==> config.mk <==
export PLATFORM = sky130hd
export DESIGN_NAME = sro_readout
export DESIGN_NICKNAME = d
export VERILOG_FILES = /design/src/rtl/sro_pkg.sv /design/src/rtl/sro_readout.sv
export SDC_FILE = /design/constraint.sdc
export NUM_CORES = 2
export LEC_CHECK = 0
export BUFFER_PORTS_ARGS = -buffer_cell sky130_fd_sc_hd__buf_4
export CAP_MARGIN = 20
export CORE_ASPECT_RATIO = 0.7
export CORE_UTILIZATION = 45
export DETAILED_ROUTE_END_ITERATION = 8
export RECOVER_POWER = 25
export SLEW_MARGIN = 40
export SYNTH_ARGS = -nofsm -noshare
export SYNTH_HDL_FRONTEND = slang
export SYNTH_SLANG_ARGS = --single-unit
==> constraint.sdc <==
create_clock -name clk -period 13.3 [get_ports clk]
set_input_delay 1.33 -clock clk [delete_from_list [all_inputs] [get_ports clk]]
set_output_delay 1.33 -clock clk [all_outputs]
set_load 0.05 [all_outputs]
==> src/rtl/sro_pkg.sv <==
`default_nettype none
package sro_pkg;

    localparam int WORD_W         = 16;
    localparam int BYTE_W         = 8;
    localparam int OS_W           = 3;
    localparam int ACC_W          = WORD_W + 6;
    localparam int BITCNT_W       = 4;
    localparam int TIMER_W        = 16;
    localparam int SAMPLECNT_W    = 7;
    localparam int NUM_CH_DEFAULT = 8;
    localparam int BYTES_PER_WORD = 2;

    localparam logic [OS_W-1:0]     OS_INVALID = 3'h7;
    localparam logic [BITCNT_W-1:0] MSB_IDX    = 4'hf;
    localparam logic [BITCNT_W-1:0] LAST_BIT   = 4'hf;

    // per-sample conversion time on the internal oscillator
    localparam int CLK_MHZ      = 125;
    localparam int T_CONV_NS    = 4000;
    localparam int CONV_CYCLES  = (T_CONV_NS * CLK_MHZ + 999) / 1000;

    typedef enum logic
    {
        CV_IDLE,
        CV_RUN
    } sro_conv_state_type;

    // pin inputs, all asynchronous to clk
    typedef struct packed
    {
        logic            csN;
        logic            rdN;
        logic            sclk;
        logic            sampleStartA;
        logic            sampleStartB;
        logic            interfaceSelect;
        logic            byteModeSelect;
        logic            highByteFirst;
        logic [OS_W-1:0] oversampleRatioSel;
    } sro_pins_type;

    // ratio code to log2 of the averaging ratio; the invalid code averages nothing
    function automatic logic [OS_W-1:0] sro_os_shift(input logic [OS_W-1:0] code);
        sro_os_shift = (code == OS_INVALID) ? '0 : code;
    endfunction : sro_os_shift

endpackage : sro_pkg
`default_nettype wire

==> src/rtl/sro_readout.sv <==
`timescale 1ns/10ps
`default_nettype none
// Contract
// - byte mode sends each result as two bytes; 2 strobes per channel.
// - byte mode when interface select and byte mode select both high.
// - byte mode drives only the low eight data lines, bit 0 is LSB.
// - high_byte_first high sends upper byte first, low sends lower first.
// - byte mode first-channel flag stays high until both bytes of channel one read.
// - serial output A starts with the first half, B with the second half.
// - chip select fall enables outputs with MSB; later bits shift on clock rise.
// - output B alone yields the rotated order, second half then first half.
// - serial flag floats with chip select high, high for channel one, low after 16th fall.
// - flag goes high only with channel one on output A.
// - reads while busy are allowed and return the previous results.
// - ratio select is captured at busy fall for the following conversion.
// - ratio select bit 2 is most significant, bit 0 least.
// - first sample at start edge, remaining N-1 internally, averaged to 16 bits.
// - busy time grows with the selected ratio.
// - successive read strobe falls step channels upward from channel one.
// - busy fall marks new results ready on every interface.
module sro_readout
#(
    parameter int NUM_CH   = sro_pkg::NUM_CH_DEFAULT,
    parameter int CONV_CYC = sro_pkg::CONV_CYCLES
)
(
    input  wire  logic                                   clk,
    input  wire  logic                                   arst_n,
    input  wire  sro_pkg::sro_pins_type                  pinsIn,
    input  wire  logic [NUM_CH-1:0][sro_pkg::WORD_W-1:0] rawData,
    output logic [sro_pkg::BYTE_W-1:0]                   dataOut,
    output logic                                         dataOe,
    output logic                                         serialOutA,
    output logic                                         serialOutB,
    output logic                                         serialOe,
    output logic                                         firstChannelFlag,
    output logic                                         firstFlagOe,
    output logic                                         busy,
    output logic                                         sampleHold
);
    import sro_pkg::*;

    localparam int CNT_W = $clog2(BYTES_PER_WORD * NUM_CH + 2);
    localparam logic [CNT_W-1:0] BYTE_END  = CNT_W'(BYTES_PER_WORD * NUM_CH);
    localparam logic [CNT_W-1:0] WORD_END  = CNT_W'(NUM_CH);
    localparam logic [CNT_W-1:0] HALF_CH   = CNT_W'(NUM_CH / 2);
    localparam logic [CNT_W-1:0] FIRST_END = CNT_W'(BYTES_PER_WORD);

    typedef struct packed
    {
        sro_pins_type                          p1;
        sro_pins_type                          p2;
        sro_pins_type                          p3;
        sro_conv_state_type                    conv;
        logic                                  seenA;
        logic                                  seenB;
        logic [OS_W-1:0]                       osLatched;
        logic [TIMER_W-1:0]                    timer;
        logic [SAMPLECNT_W-1:0]                sampleCnt;
        logic [NUM_CH-1:0][ACC_W-1:0]          acc;
        logic [NUM_CH-1:0][WORD_W-1:0]         results;
        logic [CNT_W-1:0]                      byteCnt;
        logic                                  byteFlag;
        logic [CNT_W-1:0]                      wordCnt;
        logic [BITCNT_W-1:0]                   bitCnt;
        logic [BYTE_W-1:0]                     dataOut;
        logic                                  dataOe;
        logic                                  outA;
        logic                                  outB;
        logic                                  serOe;
        logic                                  flag;
        logic                                  flagOe;
        logic                                  busy;
        logic                                  sampleHold;
    } sro_state_type;

    sro_state_type             st_reg;
    sro_state_type             st_next;
    logic [1:0]                rstSync_reg;
    logic                      rstN;
    logic signed [ACC_W-1:0]   sum;
    logic signed [ACC_W-1:0]   avg;
    logic                      byteMode;
    logic                      serMode;
    logic [CNT_W-1:0]          bIdx;
    logic                      byteHigh;
    logic [WORD_W-1:0]         byteWord;

    function automatic logic pick_bit(input logic [NUM_CH-1:0][WORD_W-1:0] res,
                                      input logic [CNT_W-1:0] idx,
                                      input logic [BITCNT_W-1:0] pos);
        pick_bit = (idx < WORD_END) ? res[idx][pos] : 1'b0;
    endfunction : pick_bit

    always_ff @(posedge clk or negedge arst_n)
    begin
        if (!arst_n)
            rstSync_reg <= 2'h0;
        else
            rstSync_reg <= {rstSync_reg[0], 1'b1};
    end
    assign rstN = rstSync_reg[1];

    always_comb
    begin
        sum      = '0;
        avg      = '0;
        st_next  = st_reg;
        st_next.p1 = pinsIn;
        st_next.p2 = st_reg.p1;
        st_next.p3 = st_reg.p2;
        st_next.sampleHold = 1'b0;
        byteMode = st_reg.p2.interfaceSelect & st_reg.p2.byteModeSelect;
        serMode  = st_reg.p2.interfaceSelect & ~st_reg.p2.byteModeSelect;
        // output B runs half a frame ahead, wrapping round
        bIdx     = (st_reg.wordCnt + HALF_CH >= WORD_END) ? st_reg.wordCnt + HALF_CH - WORD_END
                                                         : st_reg.wordCnt + HALF_CH;
        byteHigh = st_reg.p2.highByteFirst ^ st_reg.byteCnt[0];
        byteWord = (st_reg.byteCnt < BYTE_END) ? st_reg.results[st_reg.byteCnt >> 1] : '0;

        st_next.dataOe = 1'b0;
        st_next.serOe  = 1'b0;
        st_next.flagOe = 1'b0;
        if (byteMode)
        begin
            if (!st_reg.p2.rdN && st_reg.p3.rdN && !st_reg.p2.csN)
            begin
                st_next.dataOut = byteHigh ? byteWord[WORD_W-1:BYTE_W] : byteWord[BYTE_W-1:0];
                if (st_reg.byteCnt <= BYTE_END)
                    st_next.byteCnt = st_reg.byteCnt + 1'b1;
            end
            if (st_reg.p2.rdN && !st_reg.p3.rdN && st_reg.byteCnt == FIRST_END)
                st_next.byteFlag = 1'b0;
            // judged on the count after this strobe, so a spare strobe never drives the lanes
            st_next.dataOe = !st_reg.p2.csN && !st_reg.p2.rdN && st_next.byteCnt != '0
                             && st_next.byteCnt <= BYTE_END;
            st_next.flagOe = 1'b1;
            st_next.flag   = st_next.byteFlag;
        end
        else if (serMode)
        begin
            st_next.serOe  = !st_reg.p2.csN && st_reg.wordCnt < WORD_END;
            st_next.flagOe = !st_reg.p2.csN;
            if (!st_reg.p2.csN && st_reg.p3.csN)
            begin
                st_next.outA  = pick_bit(st_reg.results, st_reg.wordCnt, MSB_IDX);
                st_next.outB  = pick_bit(st_reg.results, bIdx, MSB_IDX);
                st_next.flag  = (st_reg.wordCnt == '0);
            end
            else if (!st_reg.p2.csN && st_reg.p2.sclk && !st_reg.p3.sclk)
            begin
                st_next.outA  = pick_bit(st_reg.results, st_reg.wordCnt, MSB_IDX - st_reg.bitCnt);
                st_next.outB  = pick_bit(st_reg.results, bIdx, MSB_IDX - st_reg.bitCnt);
            end
            if (!st_reg.p2.csN && !st_reg.p2.sclk && st_reg.p3.sclk)
            begin
                st_next.bitCnt = st_reg.bitCnt + 1'b1;
                if (st_reg.bitCnt == LAST_BIT)
                begin
                    st_next.flag = 1'b0;
                    if (st_reg.wordCnt < WORD_END)
                        st_next.wordCnt = st_reg.wordCnt + 1'b1;
                end
            end
        end

        case (st_reg.conv)
            CV_IDLE:
            begin
                st_next.seenA = st_reg.seenA | (st_reg.p2.sampleStartA & ~st_reg.p3.sampleStartA);
                st_next.seenB = st_reg.seenB | (st_reg.p2.sampleStartB & ~st_reg.p3.sampleStartB);
                // busy rises on the later of the two start edges
                if (st_next.seenA && st_next.seenB)
                begin
                    st_next.conv       = CV_RUN;
                    st_next.busy       = 1'b1;
                    st_next.seenA      = 1'b0;
                    st_next.seenB      = 1'b0;
                    st_next.timer      = '0;
                    st_next.sampleCnt  = '0;
                    st_next.sampleHold = 1'b1;
                end
            end
            CV_RUN:
            begin
                st_next.timer = st_reg.timer + 1'b1;
                if (st_reg.timer == TIMER_W'(CONV_CYC - 1))
                begin
                    st_next.timer     = '0;
                    st_next.sampleCnt = st_reg.sampleCnt + 1'b1;
                    for (int i = 0; i < NUM_CH; i++)
                    begin
                        sum = $signed(st_reg.acc[i]) + ACC_W'($signed(rawData[i]));
                        avg = sum >>> sro_os_shift(st_reg.osLatched);
                        st_next.acc[i] = sum;
                        if (st_reg.sampleCnt == SAMPLECNT_W'((1 << sro_os_shift(st_reg.osLatched)) - 1))
                        begin
                            st_next.results[i] = avg[WORD_W-1:0];
                            st_next.acc[i]     = '0;
                        end
                    end
                    // ratio sets how many conversion slots busy spans
                    if (st_reg.sampleCnt == SAMPLECNT_W'((1 << sro_os_shift(st_reg.osLatched)) - 1))
                    begin
                        st_next.conv      = CV_IDLE;
                        st_next.busy      = 1'b0;
                        st_next.osLatched = st_reg.p2.oversampleRatioSel;
                        st_next.byteCnt   = '0;
                        st_next.byteFlag  = 1'b1;
                        st_next.wordCnt   = '0;
                        st_next.bitCnt    = '0;
                    end
                    else
                        st_next.sampleHold = 1'b1;
                end
            end
            default:
                st_next.conv = CV_IDLE;
        endcase
    end

    always_ff @(posedge clk or negedge rstN)
    begin
        if (!rstN)
            st_reg <= '0;
        else
            st_reg <= st_next;
    end

    assign dataOut          = st_reg.dataOut;
    assign dataOe           = st_reg.dataOe;
    assign serialOutA       = st_reg.outA;
    assign serialOutB       = st_reg.outB;
    assign serialOe         = st_reg.serOe;
    assign firstChannelFlag = st_reg.flag;
    assign firstFlagOe      = st_reg.flagOe;
    assign busy             = st_reg.busy;
    assign sampleHold       = st_reg.sampleHold;

    // busy length counter, read only by the checks below
    logic [31:0] busyCnt_reg;
    always_ff @(posedge clk or negedge rstN)
    begin
        if (!rstN)
            busyCnt_reg <= '0;
        else if (st_reg.busy)
            busyCnt_reg <= busyCnt_reg + 1'b1;
        else
            busyCnt_reg <= '0;
    end
endmodule : sro_readout
`default_nettype wire

==> run summary <==
- **run status** finished with violations
- **violated checks** capacitance limit, slew limit
- **post-route cell area** 34,600 um^2
- **multi-input gate area in the final layout** 20,100 um^2
- **fin nets** 4,012
- **setup violators final** 0
- **FFs w/ async S/R, synth** 100%
- **synthesized instance count** 3,658
- **EDFF count, synth** 0
- **Slew Viols, Final** 305
- **highest-count cells in the layout ignoring fill and taps** 475 x sky130_fd_sc_hd__nand2_1, 389 x sky130_fd_sc_hd__dfrtp_1, 359 x sky130_fd_sc_hd__nor2_1
- **gpl congestion** 0.952
- **Iter 0 DRT Violations** 2,871
- **Max FO, Critical Path** 56
- **Slew @ Worst Pin** 3.82 ns
- **number of hold violations in the final report** 0
- **ratio of final minimum period to clock period** 51.4%
- **clock tree root driver cell** sky130_fd_sc_hd__clkbuf_16
- **smallest hold slack** 0.345 ns
- **number of antenna violations at the first check in global routing** 0
- **setup repair after global routing missed its margin** false
- **placed inst area** 32,900 um^2
- **final clock skew** 0.0185 ns
- **area share of the largest cell type after synthesis** 31.7%
- **critical path endpoint category** asynchronous set/reset pin
- **total area of sequential cells** 9840 um^2
- **maximum clock frequency** 146 MHz
- **HPWL after detailed placement** 76,300 um
- **TritonCTS buffer count** 46
- **Post-CTS Setup Bufs** 0
- **DR WL/cell** 22.9 um
- **wire length reported by the detailed router** 106,000 um
- **top_reg_cell synth** sky130_fd_sc_hd__dfrtp_1
- **number of design rule violations left after detail routing** 0
- **biggest area consumer among synthesized cells** sky130_fd_sc_hd__dfrtp_1
- **die outline area** 70,100 um^2
- **Max Buffers Root-to-Sink** 3
- **Yosys Warn Count** 0
- **most common library cell in the layout ignoring fill and taps** sky130_fd_sc_hd__nand2_1
- **Synth-to-Final Area Change** 11.3%
- **worst ir drop on vdd** 0.0935 mV
- **count of maximum capacitance violations** 6
- **max-slew headroom at the worst pin** -155%
- **Mean Syn Cell Area** 8.49 um^2
- **overflow left after global routing** 0
- **maximum number of pins on one net before global-route repair** 79
- **number of ports placed on the die boundary** 157
- **total of buffers placed on input and output ports** 156
- **Diodes inserted** 0
- **worst min-delay path class** register to register
- **Resized cells post-CTS** 0
- **total power** 4.28 mW
- **flip-flop count of the largest register after layout** 353
- **Worst-Skew Late Latency** 0.61 ns
- **clock transition time at the flip-flop clock pins of the worst setup and hold paths** 0.06 ns
- **power density cells** 124 nW/um^2
- **count of different cell masters after synthesis** 86
- **most area-consuming cells after synthesis** sky130_fd_sc_hd__dfrtp_1 32%, sky130_fd_sc_hd__ha_1 7.3%, sky130_fd_sc_hd__mux4_2 6.2%
- **post-detailed-route via-to-cell ratio** 6.24
- **synthesized cell area** 31,100 um^2
- **FILL cells** 6,529
- **vertical extent of the die** 222 um
- **global-route wire length before repair** 165,000 um
- **sum of negative setup slack** 0 ns
- **core outline area** 68,200 um^2
- **critical path data arrival time** 6.50 ns
- **clock sink count** 393
- **horizontal die dimension** 316 um
- **total number of vias** 28,900
- **Pre-Repair DR Iteration Count** 6
- **site row count** 80
- **number of register bits inferred by synthesis** 393
- **TritonCTS clock tree** built
- **via count of the first global-routing pass** 27,000
- **Synth Net Count** 3,987
- **starting density of the core** 45.6%
- **Min Clock Period, post-route** 6.84 ns
- **hold-fix buffer count after cts** 0
- **remaining antenna violation count after routing** 0
- **data required time of the critical path** 12.96 ns
- **fraction of final layout cells with drive strength greater than 1** 11.6%
- **proportion of synthesized chip area in sequential cells** 31.7%
- **kind of start point of the critical path** register
- **core occupancy in the finished layout** 50.7%
- **GRT Resource Usage Total** 30.1%
- **start-to-end type of the worst setup path** register to asynchronous set/reset pin
- **CTS HTree Levels** 2
- **Static Leak** 15.7 nW
[worst paths after layout]
path	slack, ns	endpoint	start	cells after the start
max	6.46	st_reg[359]$_DFFE_PN0P_	rstSync_reg[1]$_DFF_PN0_	2
min	0.35	st_next[365]$_DFF_PN0_	st_next[376]$_DFF_PN0_	0
max reg2reg	6.46	st_reg[359]$_DFFE_PN0P_	rstSync_reg[1]$_DFF_PN0_	2
min reg2reg	0.35	st_next[365]$_DFF_PN0_	st_next[376]$_DFF_PN0_	0
max in group clk	7.68	st_reg[44]$_DFFE_PN0P_	st_reg[360]$_DFFE_PN0P_	13
min in group asynchronous	0.50	rstSync_reg[0]$_DFF_PN0_	arst_n	1
[cells in the mapped netlist (33+ instances only)]
library cell,number
sky130_fd_sc_hd__nand2_1,481
sky130_fd_sc_hd__dfrtp_1,393
sky130_fd_sc_hd__nor2_1,361
sky130_fd_sc_hd__a21oi_1,312
sky130_fd_sc_hd__o21ai_0,309
sky130_fd_sc_hd__clkbuf_1,181
sky130_fd_sc_hd__ha_1,180
sky130_fd_sc_hd__mux4_2,85
sky130_fd_sc_hd__xnor2_1,83
sky130_fd_sc_hd__mux2i_1,81
sky130_fd_sc_hd__a211oi_1,80
sky130_fd_sc_hd__a21o_1,80
sky130_fd_sc_hd__inv_1,80
sky130_fd_sc_hd__nor3_1,76
sky130_fd_sc_hd__nand3_1,75
sky130_fd_sc_hd__xor2_1,65
sky130_fd_sc_hd__a22o_1,62
sky130_fd_sc_hd__o31ai_1,60
sky130_fd_sc_hd__o211ai_1,48
sky130_fd_sc_hd__a31oi_1,40
sky130_fd_sc_hd__and3_1,33
[cells by family (layout without fill, tap and decap cells)]
family	after synthesis	count (layout)	synth area share (%)
AO/OA/AOI/OAI	1222	1222	25.5
XOR/XNOR	150	150	4.32
adder cells (fa/ha/maj)	188	188	7.77
buffers and inverters	306	368	3.91
flip-flops	393	393	31.7
multiplexers	188	188	9.57
other	1	1	0.0121
AND/OR/NAND/NOR	1210	1210	17.3
[where the power goes]
| part | internal [mW] | switching [mW] |
|---|---|---|
| logic | 0.574 | 0.889 |
| registers | 1.28 | 0.101 |
| clock network | 0.851 | 0.577 |
| total | 2.71 | 1.57 |
[layer usage]
layer / global-route usage [%] / vias up / wire [um]
met3: 6.49 / 150 / 9080
li1: - / 13600 / -
met5: 0 / - / 0
met4: 7.25 / 0 / 2550
met2: 44.2 / 1136 / 45000
met1: 44.7 / 14000 / 49200
[worst max-delay path, cell delays in order (launching register included)]
cell	delay, ns
sky130_fd_sc_hd__dfrtp_1	1.45
sky130_fd_sc_hd__clkbuf_1	1.86
sky130_fd_sc_hd__clkbuf_1	2.54
[cell type report]
type,instances,share of cell area [%]
clock buffer,65,3.94
sequential,393,28.5
tap,902,3.26
timing repair buffer,201,4.44
inverter,82,0.890
clock inverter,20,0.872
multi-input combinational,2959,58.1
[per-stage QoR]
| step | setup slack (ns) | cells |
|---|---|---|
| 2_1_floorplan | 1.54 | 3658 |
| 3_3_place_gp | 7.83 | 4534 |
| 3_5_place_dp | 7.78 | 4536 |
| 4_1_cts | 7.75 | 4621 |
| 5_1_grt | 5.13 | 4622 |
| 6_report | 6.46 | 4622 |
Note: power is estimated with default switching activity, not from simulation.
